===== src/hw/ppf_defs.svh =====
// register offsets, field positions, reset values and timer encodings for the port block
// assumes inclusion by bare name from any file that needs these constants
`ifndef PPF_DEFS_SVH
`define PPF_DEFS_SVH

// register offsets on the plain register port
`define PPF_OFF_P1_DATA     8'h00
`define PPF_OFF_P1_DIR      8'h01
`define PPF_OFF_P1_PULL     8'h02
`define PPF_OFF_P1_MODE     8'h03
`define PPF_OFF_P3_DATA     8'h04
`define PPF_OFF_P3_DIR      8'h05

// reset values
`define PPF_RST_P1_DATA     3'h0
`define PPF_RST_P1_DIR      7'h00
`define PPF_RST_P1_PULL     7'h00
`define PPF_RST_P1_MODE     2'h0
`define PPF_RST_P3_DATA     8'h00
`define PPF_RST_P3_DIR      8'h00

// field positions and fixed read patterns
`define PPF_MODE_EVL_BIT    1
`define PPF_MODE_EVH_BIT    0
`define PPF_P3_IMPL_MASK    8'hc7
`define PPF_ALL_ONES        8'hff
`define PPF_UNMAPPED_READ   8'h00

// timer channel encodings
`define PPF_TMODE_NORMAL    2'h0
`define PPF_TMODE_PWM1      2'h2
`define PPF_TMODE_PWM2      2'h3
`define PPF_CCLR_PWM2_BLOCK 2'h2
`define PPF_TPSC_EXT_A      3'h4

`endif


===== src/hw/ppf_pkg.sv =====
// types shared by the port function select block
// assumes the constants header is included where values are needed
package ppf_pkg;

  // channel 1 timer setting as seen by the pin logic
  typedef struct packed {
    logic [1:0] timer_mode_bits;
    logic [3:0] timer_a_io_ctrl;
    logic [1:0] counter_clear_sel;
    logic [2:0] clock_prescale_sel_1;
    logic [2:0] clock_prescale_sel_2;
  } ppf_timer_cfg_s;

  // decoded function of the channel 1 a-pin
  typedef struct packed {
    logic out_en;
    logic pwm1;
    logic capture;
    logic ext_clock;
  } ppf_a_func_s;

  // register port request
  typedef struct packed {
    logic [7:0] addr;
    logic [7:0] wdata;
    logic       wr;
    logic       rd;
  } ppf_bus_req_s;

  // whole register state of the top module
  typedef struct packed {
    logic [2:0] port1_data;
    logic [6:0] port1_direction;
    logic [6:0] port1_pullup_ctrl;
    logic [1:0] port1_function_mode;
    logic [7:0] port3_data_latch;
    logic [7:0] port3_direction;
    logic [7:0] rdata;
  } ppf_state_s;

endpackage


===== src/hw/ppf_a_pin_decode.sv =====
// decoder of the channel 1 a-pin function from the timer setting
// assumes the timer setting inputs are stable register outputs of the timer unit
`timescale 1ns/1ps
`include "ppf_defs.svh"

module ppf_a_pin_decode (
  input  wire ppf_pkg::ppf_timer_cfg_s cfg_in,
  output ppf_pkg::ppf_a_func_s         func_out
);

  // an io field of xx00 means no output on this pin
  function automatic logic io_drives(input logic [3:0] io);
    io_drives = (io[1:0] != 2'h0);
  endfunction

  // pin function from mode, io field, clear and prescaler fields
  always_comb begin
    func_out           = '0;
    func_out.ext_clock = (cfg_in.clock_prescale_sel_1 == `PPF_TPSC_EXT_A) ||
                         (cfg_in.clock_prescale_sel_2 == `PPF_TPSC_EXT_A);
    unique case (cfg_in.timer_mode_bits)
      `PPF_TMODE_NORMAL: begin
        func_out.capture = cfg_in.timer_a_io_ctrl[3];
        func_out.out_en  = !cfg_in.timer_a_io_ctrl[3] &&
                           io_drives(cfg_in.timer_a_io_ctrl);
      end
      `PPF_TMODE_PWM1: begin
        func_out.out_en = io_drives(cfg_in.timer_a_io_ctrl);
        func_out.pwm1   = io_drives(cfg_in.timer_a_io_ctrl);
      end
      `PPF_TMODE_PWM2: begin
        // a clear field of b10 makes this pin the period source, so no wave
        func_out.out_en = io_drives(cfg_in.timer_a_io_ctrl) &&
                          (cfg_in.counter_clear_sel != `PPF_CCLR_PWM2_BLOCK);
      end
      default: begin
        func_out.out_en = 1'b0;
      end
    endcase
  end

endmodule // ppf_a_pin_decode


===== src/hw/ppf_top.sv =====
// port 1 pin function select (bits 2..0), port 1 pull-ups, port 3 latch and direction
// assumes the timer, event counter and port 3 peripherals sit outside and pins are synchronous
`timescale 1ns/1ps
`include "ppf_defs.svh"

module ppf_top (
  input  wire logic                   clock_in,
  input  wire logic                   resetn_in,
  // register port
  input  wire logic [7:0]             reg_addr_in,
  input  wire logic [7:0]             reg_wdata_in,
  input  wire logic                   reg_wr_in,
  input  wire logic                   reg_rd_in,
  output      logic [7:0]             reg_rdata_out,
  // timer channel 1 interface
  input  wire ppf_pkg::ppf_timer_cfg_s timer_cfg_in,
  input  wire logic                   timer1_pin_a_wave_in,
  output      logic                   timer1_pin_a_capture_out,
  output      logic                   ext_timer_clock_a_out,
  output      logic                   timer1_pin_b_out_dis_out,
  // event counter inputs
  output      logic                   event_count_low_out,
  output      logic                   event_count_high_out,
  // port 1 bits 2..0 pins, pull-ups for bits 6..0
  input  wire logic [2:0]             port1_pin_in,
  output      logic [2:0]             port1_pin_out,
  output      logic [2:0]             port1_pin_oe_out,
  output      logic [6:0]             port1_pullup_out,
  // port 3 pins
  input  wire logic [7:0]             port3_pin_in,
  input  wire logic [7:0]             port3_alt_func_in,
  output      logic [7:0]             port3_pin_out,
  output      logic [7:0]             port3_pin_oe_out
);

  ppf_pkg::ppf_bus_req_s req;
  ppf_pkg::ppf_state_s   state;
  ppf_pkg::ppf_state_s   next_state;
  ppf_pkg::ppf_a_func_s  a_func;
  logic [1:0]            rst_pipe;
  logic                  rst_n;

  // gather the register port into one carrier
  assign req.addr  = reg_addr_in;
  assign req.wdata = reg_wdata_in;
  assign req.wr    = reg_wr_in;
  assign req.rd    = reg_rd_in;

  // reset released through two flops so release is clean on clock_in
  always_ff @(posedge clock_in or negedge resetn_in) begin
    if (!resetn_in) begin
      rst_pipe <= 2'h0;
    end else begin
      rst_pipe <= {rst_pipe[0], 1'b1};
    end
  end
  assign rst_n = rst_pipe[1];

  // channel 1 a-pin function decode
  ppf_a_pin_decode ppf_a_pin_decode_i (
    .cfg_in   (timer_cfg_in),
    .func_out (a_func)
  );

  // port read merge: latch for output bits, pin for input bits
  function automatic logic [7:0] merge_read(input logic [7:0] latch,
                                            input logic [7:0] pin,
                                            input logic [7:0] dir);
    merge_read = (latch & dir) | (pin & ~dir);
  endfunction

  // register writes and registered read data
  always_comb begin
    next_state       = state;
    next_state.rdata = `PPF_UNMAPPED_READ;
    if (req.wr) begin
      unique case (req.addr)
        `PPF_OFF_P1_DATA: next_state.port1_data          = req.wdata[2:0];
        `PPF_OFF_P1_DIR:  next_state.port1_direction     = req.wdata[6:0];
        `PPF_OFF_P1_PULL: next_state.port1_pullup_ctrl   = req.wdata[6:0];
        `PPF_OFF_P1_MODE: next_state.port1_function_mode = req.wdata[1:0];
        // reserved bits 5..3 never stored
        `PPF_OFF_P3_DATA: next_state.port3_data_latch =
                            req.wdata & `PPF_P3_IMPL_MASK;
        `PPF_OFF_P3_DIR:  next_state.port3_direction =
                            req.wdata & `PPF_P3_IMPL_MASK;
        default: begin
          next_state.rdata = `PPF_UNMAPPED_READ;
        end
      endcase
    end
    if (req.rd) begin
      unique case (req.addr)
        `PPF_OFF_P1_DATA: next_state.rdata = merge_read({5'h1f, state.port1_data},
                                                        {5'h1f, port1_pin_in},
                                                        {5'h1f, state.port1_direction[2:0]});
        `PPF_OFF_P1_DIR:  next_state.rdata = {1'b1, state.port1_direction};
        `PPF_OFF_P1_PULL: next_state.rdata = {1'b1, state.port1_pullup_ctrl};
        `PPF_OFF_P1_MODE: next_state.rdata = {6'h3f, state.port1_function_mode};
        // unimplemented bits are forced high after the merge
        `PPF_OFF_P3_DATA: next_state.rdata =
                            merge_read(state.port3_data_latch, port3_pin_in,
                                       state.port3_direction) |
                            ~`PPF_P3_IMPL_MASK;
        `PPF_OFF_P3_DIR:  next_state.rdata = `PPF_ALL_ONES;
        default: begin
          next_state.rdata = `PPF_UNMAPPED_READ;
        end
      endcase
    end
  end

  // single state register; pull-ups start off because the control bits clear
  always_ff @(posedge clock_in or negedge rst_n) begin
    if (!rst_n) begin
      state.port1_data          <= `PPF_RST_P1_DATA;
      state.port1_direction     <= `PPF_RST_P1_DIR;
      state.port1_pullup_ctrl   <= `PPF_RST_P1_PULL;
      state.port1_function_mode <= `PPF_RST_P1_MODE;
      state.port3_data_latch    <= `PPF_RST_P3_DATA;
      state.port3_direction     <= `PPF_RST_P3_DIR;
      state.rdata               <= 8'h00;
    end else begin
      state <= next_state;
    end
  end

  assign reg_rdata_out = state.rdata;

  // a-pin: timer wave wins over the general io path; bit drivers kept as plain
  // assigns so no bit of the pin vectors is shared with a procedural block
  assign port1_pin_oe_out[2] = a_func.out_en ? 1'b1 : state.port1_direction[2];
  assign port1_pin_out[2]    = a_func.out_en ? timer1_pin_a_wave_in : state.port1_data[2];

  // a-pin also feeds the timer as capture and external clock input
  assign timer1_pin_a_capture_out = a_func.capture & port1_pin_in[2];
  assign ext_timer_clock_a_out    = a_func.ext_clock & port1_pin_in[2];
  assign timer1_pin_b_out_dis_out = a_func.pwm1;

  // event counter pins are inputs only while selected
  assign port1_pin_oe_out[1] = !state.port1_function_mode[`PPF_MODE_EVL_BIT] &&
                               state.port1_direction[1];
  assign port1_pin_oe_out[0] = !state.port1_function_mode[`PPF_MODE_EVH_BIT] &&
                               state.port1_direction[0];
  assign port1_pin_out[1:0]  = state.port1_data[1:0];
  assign event_count_low_out  = state.port1_function_mode[`PPF_MODE_EVL_BIT] &
                                port1_pin_in[1];
  assign event_count_high_out = state.port1_function_mode[`PPF_MODE_EVH_BIT] &
                                port1_pin_in[0];

  // pull-up follows the register bits, not the live pin function
  assign port1_pullup_out = state.port1_pullup_ctrl & ~state.port1_direction;

  // port 3 drive; a peripheral owning the pin takes it away from the latch
  assign port3_pin_oe_out = state.port3_direction & `PPF_P3_IMPL_MASK &
                            ~port3_alt_func_in;
  assign port3_pin_out    = state.port3_data_latch & `PPF_P3_IMPL_MASK;
endmodule // ppf_top


===== config.mk =====
export PLATFORM = sky130hd
export DESIGN_NAME = ppf_top
export DESIGN_NICKNAME = d
export VERILOG_FILES = /design/src/hw/ppf_pkg.sv /design/src/hw/ppf_a_pin_decode.sv /design/src/hw/ppf_top.sv
export VERILOG_INCLUDE_DIRS = /design/src /design/src/hw
export SDC_FILE = /design/constraint.sdc
export NUM_CORES = 1
export LEC_CHECK = 0
export ABC_AREA = 0
export BUFFER_PORTS_ARGS = -buffer_cell sky130_fd_sc_hd__buf_2
export CAP_MARGIN = 20
export CORE_UTILIZATION = 47
export CTS_CLUSTER_SIZE = 30
export DETAILED_ROUTE_END_ITERATION = 8
export GPL_ROUTABILITY_DRIVEN = 0
export MAX_ROUTING_LAYER = met4
export PLACE_DENSITY = 0.79
export SKIP_CTS_REPAIR_TIMING = 1
export SLEW_MARGIN = 5
export SYNTH_ARGS = -nofsm -noshare
export SYNTH_HDL_FRONTEND = slang
export SYNTH_SLANG_ARGS = --single-unit

===== constraint.sdc =====
create_clock -name clock_in -period 1.65 [get_ports clock_in]
set_clock_uncertainty 0.2 [all_clocks]
set_input_delay 0.0825 -clock clock_in [delete_from_list [all_inputs] [get_ports clock_in]]
set_output_delay 0.0825 -clock clock_in [all_outputs]
set_load 0.01 [all_outputs]

# --- Yosys cells after proc, flatten, opt, wreduce, memory -nomap -nowiden ---
# Cells that the tools add are included.
word_totals:
  regBits: 39
  inputBits: 54
  out_inout_bits: 42
  wordCells: 58
classes:
  n_eq_ne: 10
  mux: 7
  n_bitwise: 16
  reduce_logical: 17
op_table:
  columns: ["operator", "n"]
  rows:
  - ["$pmux W8 S6", 1]
  - ["$and A8 B8 Y8", 5]
  - ["$not A8 Y8", 3]
  - ["$eq A8 B2 Y1 const B", 2]
  - ["$eq A8 B3 Y1 const B", 2]
  - ["$or A8 B8 Y8", 2]
  - ["$reduce_and A2 Y1", 6]
  - ["$eq A8 B1 Y1 const B", 1]
  - ["$logic_not A8 Y1", 1]
  - ["$mux W8", 1]
  - ["$and A7 B7 Y7", 1]
  - ["$not A7 Y7", 1]
  - ["$eq A3 B3 Y1 const B", 2]
  - ["$and A1 B1 Y1", 4]
  - ["$eq A2 B2 Y1 const B", 2]
  - ["$logic_and A1 B1 Y1", 4]
  - ["$mux W1", 4]
  - ["$logic_not A1 Y1", 3]
  - ["$pmux W1 S3", 1]
  - ["$logic_not A2 Y1", 1]
  - ["$ne A2 B2 Y1 const B", 1]
  - ["$reduce_bool A2 Y1", 1]
  - ["$logic_or A1 B1 Y1", 1]

# --- Depth between registers and ports, before layout ---
logic_depth:
  depth_word: 5
  depth_mapped: 5
  depth_no_buf: 5

# --- Hierarchy ---
# Synthesis repeated with hierarchy kept, for this count alone.
unflattened:
  hier_cells: 195
  hier_area_um2: 2234.6
modules_own_cells:
  columns: ["module", "instances", "cells_per_inst", "area_per_inst_um2", "seq_area_each_um2"]
  rows:
  - ["ppf_top", 1, 178, 2115.8, 975.9]
  - ["ppf_a_pin_decode", 1, 17, 118.9, 0.0]

# --- Worst setup path before layout ---
# No wires, ideal clock.
synth_path:
  kind: "input to register"
  from: "in reg_addr_in[3]"
  to: "reg state, in the netlist reg_rdata_out[6]"
  setup_ns: 0.111
  t_arrival_ns: 1.552
  required_time_ns: 1.339
  path_slack_ns: -0.213
  path_stages: 5
  path_buffers: 2
  path_cell_list: "or4_4 -> buf_6 -> or3b_1 -> buf_2 -> a2111oi_2"
synth_rtl:
  columns: ["item", "line_no", "text"]
  rows:
  - ["start, declared", "ppf_top.sv:10", "input wire logic [7:0] reg_addr_in,"]
  - ["end signal, assigned", "ppf_top.sv:124", "state <= next_state;"]
  - ["end, declared", "ppf_top.sv:37", "ppf_pkg::ppf_state_s state;"]

# --- Worst setup path after layout ---
layout_path:
  from: "in reg_addr_in[3]"
  to: "reg state[25] (netlist bit)"
layout_between:
  elab_chain_cells: 2
layout_lines:
  columns: ["item", "line_no", "text"]
  rows:
  - ["$eq A8 B2 Y1", "ppf_top.sv:77", "unique case (req.addr)"]
  - ["$reduce_and A2 Y1 (no source line)", null, null]
# No other way between the ends.
# A chain may end at the register's enable or synchronous reset.

==> impl_metrics.ini <==
[run_status]
status = finished, violations left
violations = DRC, hold timing

[critical_path]
r2r_end = reg_rdata_out[6]$_DFF_PN0_
cp.depth = 5
cp_data_required_time_ns = 1.63
worstSetupPathType = input port to flip-flop
reg2reg_slack_ns = 0.21
crit_path_top_delay_cell = or4_4
setup.worst_path.end_class = flip-flop
worstRegToRegCells = 3
crit_path_cell_trace = buf_2, or4_4, nor4_1, buf_4, mux2_2
r2r-start = state[14]$_DFFE_PN0P_
path_max_fanout = 7
critPathBufInv = 2
cpLargestDelayFamily = simple AND/OR/NAND/NOR gates
critical-path-max-stage-delay_ns = 0.58
worstPathArrival_ns = 1.60
critPathLaunchType = input port
crit_start = reg_addr_in[3]

[floorplanning]
start_util = 0.5000
io-pin-count = 96
coreArea_mm2 = 0.004444
rows = 24
fp.dieH_um = 70.76
die_w_um = 70.76
die-area_mm2 = 0.005007

[sta]
min_period_ns = 1.618
fmax_mhz = 617.9
hold_viol_final = 3
setup_slack_ns = 0.03166
rsz0062_at_grt = yes
setup_viol = 0
setup-tns-final_ns = 0
period_share = 0.9808
whs_ns = -0.004152
drv_slew = 0

[run]
drv_cap = 0

[global_route]
grt_pass1_vias = 1616
antenna_found_initial = 0
track_usage = 0.2054
grt_remaining_overflow = 0
grt_pass1_wl_um = 7500
grt_max_degree = 38

[logic_synthesis]
synth-main-ff-cell = dfrtp_1
yosysUniqueCellTypes = 39
yosysWarningCount = 0
synth-seq-area-share = 0.4392
synth_top_area_frac = 0.4392
synth_edf_count = 0
yosys.area.top_type = dfrtp_1
synthArstFlopShare = 1.000
synthCells = 196
syn_avg_cell_area_um2 = 11.34
synthTopCellsByArea = dfrtp_1, mux2_2, buf_4, mux2i_1, nor2b_1
syn_area_mm2 = 0.002222
postSynthRegisterBits = 39

[placement]
io_buffers = 82
hpwl_um = 3686
dp.cells = 328
place_area_mm2 = 0.002721
place_worst_setup_slack_ns = -0.2850

[clock_tree]
path_clk_slew_ns = 0.07
cts_tree = done
htree_levels = 2
insertion_delay_ns = 0.29
cts_root_buf = clkbuf_8
clockBufferDepth = 2
numCtsBuffers = 5
cts.sinks = 39

[final_layout]
synthToLayoutAreaGrowth_pct = 33.16
diodes = 0
seqCellArea_um2 = 975.9
layout.cells.non_filler = 347
final_cell_mix = buf_2, dfrtp_1, mux2_2
design_area_mm2 = 0.002959
multi_input_area_mm2 = 0.001109
finalNetCount = 352
fillers = 352
layout-drive-gt1-share = 0.5220
final_common_cell = buf_2

[min_path]
holdPathEnd = reg_rdata_out[4]$_DFF_PN0_
hold_path.class = input port to flip-flop
worstHoldStart = reg_addr_in[1]
hold_path_depth = 3

[detailed_routing]
avgRoutedWirePerCell_um = 14.13
vias = 1783
wl_um = 4904
drc = 14
first_pass_iters = 7
drt-vias-per-instance = 5.138
ant_nets = 0
drt_iter0_markers = 36

[power]
power_mw = 1.998
power_density_mw_per_mm2 = 675.3
p_leak_nw = 1.584
ir_drop_v = 0.0005237
-- worst reg2reg max path: stages (launching register included) --
cell	delay (ns)
dfrtp_1	0.40
mux2i_1	0.14
a32o_1	0.29
a2111oi_4	0.31
-- cell usage after synthesis, drive strengths merged, types with 3 or more instances --
| master | n |
|---|---|
| a211oi | 3 |
| a21oi | 3 |
| and2 | 3 |
| buf | 26 |
| clkbuf | 4 |
| dfrtp | 39 |
| ha | 4 |
| inv | 5 |
| mux2 | 30 |
| mux2i | 10 |
| nand2b | 3 |
| nor2 | 9 |
| nor2b | 16 |
| o21bai | 6 |
| o22a | 5 |
| or3 | 5 |
| or3b | 3 |
-- report_power, final --
part / switching (mW) / total, mW / internal (mW)
combinational: 0.165 / 0.355 / 0.190
sequential: 0.0321 / 1.03 / 0.993
clock: 0.322 / 0.618 / 0.296
total: 0.518 / 2.00 / 1.48
-- flip-flops by register name, summed over array words and instances, names as in the netlist --
| signal | flops |
|---|---|
| state | 22 |
| port3_pin_out | 5 |
| rst_pipe | 2 |
| reg_rdata_out | 8 |
| port1_pin_out | 2 |
-- logic make-up (layout without fill, tap and decap cells) --
family	count (synthesis)	in the layout	synth area share
flops	39	39	0.4392
mux	40	40	0.1971
fa+ha+maj	4	4	0.02252
other cells	2	7	0.003380
compound gates	29	29	0.1008
simple gates	47	47	0.1368
buf+inv	35	129	0.1002
-- metal layers --
layer	routed length, µm	global-route usage	vias up
met2	2522	0.3451	70
li1	-	-	854
met1	1998	0.2407	853
met5	0	-	-
met3	317	0.04986	6
met4	66	0.07333	0
-- area by class of cell --
| type | count | share of cell area |
|---|---|---|
| tap | 52 | 0.02199 |
| sequential | 39 | 0.3298 |
| inverter | 5 | 0.006342 |
| timing repair buffer | 116 | 0.2397 |
| clock buffer | 7 | 0.02579 |
| clock inverter | 1 | 0.001691 |
| multi-input combinational | 127 | 0.3746 |
-- stage by stage --
| step | utilization | hold WS [ns] |
|---|---|---|
| after floorplan | - | -0.4131 |
| after global placement | 0.6123 | -0.3329 |
| after detailed placement | 0.6123 | -0.3296 |
| after CTS | 0.6306 | -0.6474 |
| after global routing | 0.6658 | 0.01879 |
| final | 0.6658 | -0.004152 |
-- worst max path at each step --
stage	to	slack, ns
detailed placement	state[36]$_DFFE_PN0P_	-0.28
finish	state[25]$_DFFE_PN0P_	0.03
global placement	state[24]$_DFFE_PN0P_	-0.26
floorplan	port3_pin_out[0]$_DFFE_PN0P_	-0.17
global route	port1_pin_out[2]	-0.03
CTS	port1_pin_out[2]	-0.05
Note: power is estimated with default switching activity, not from simulation.
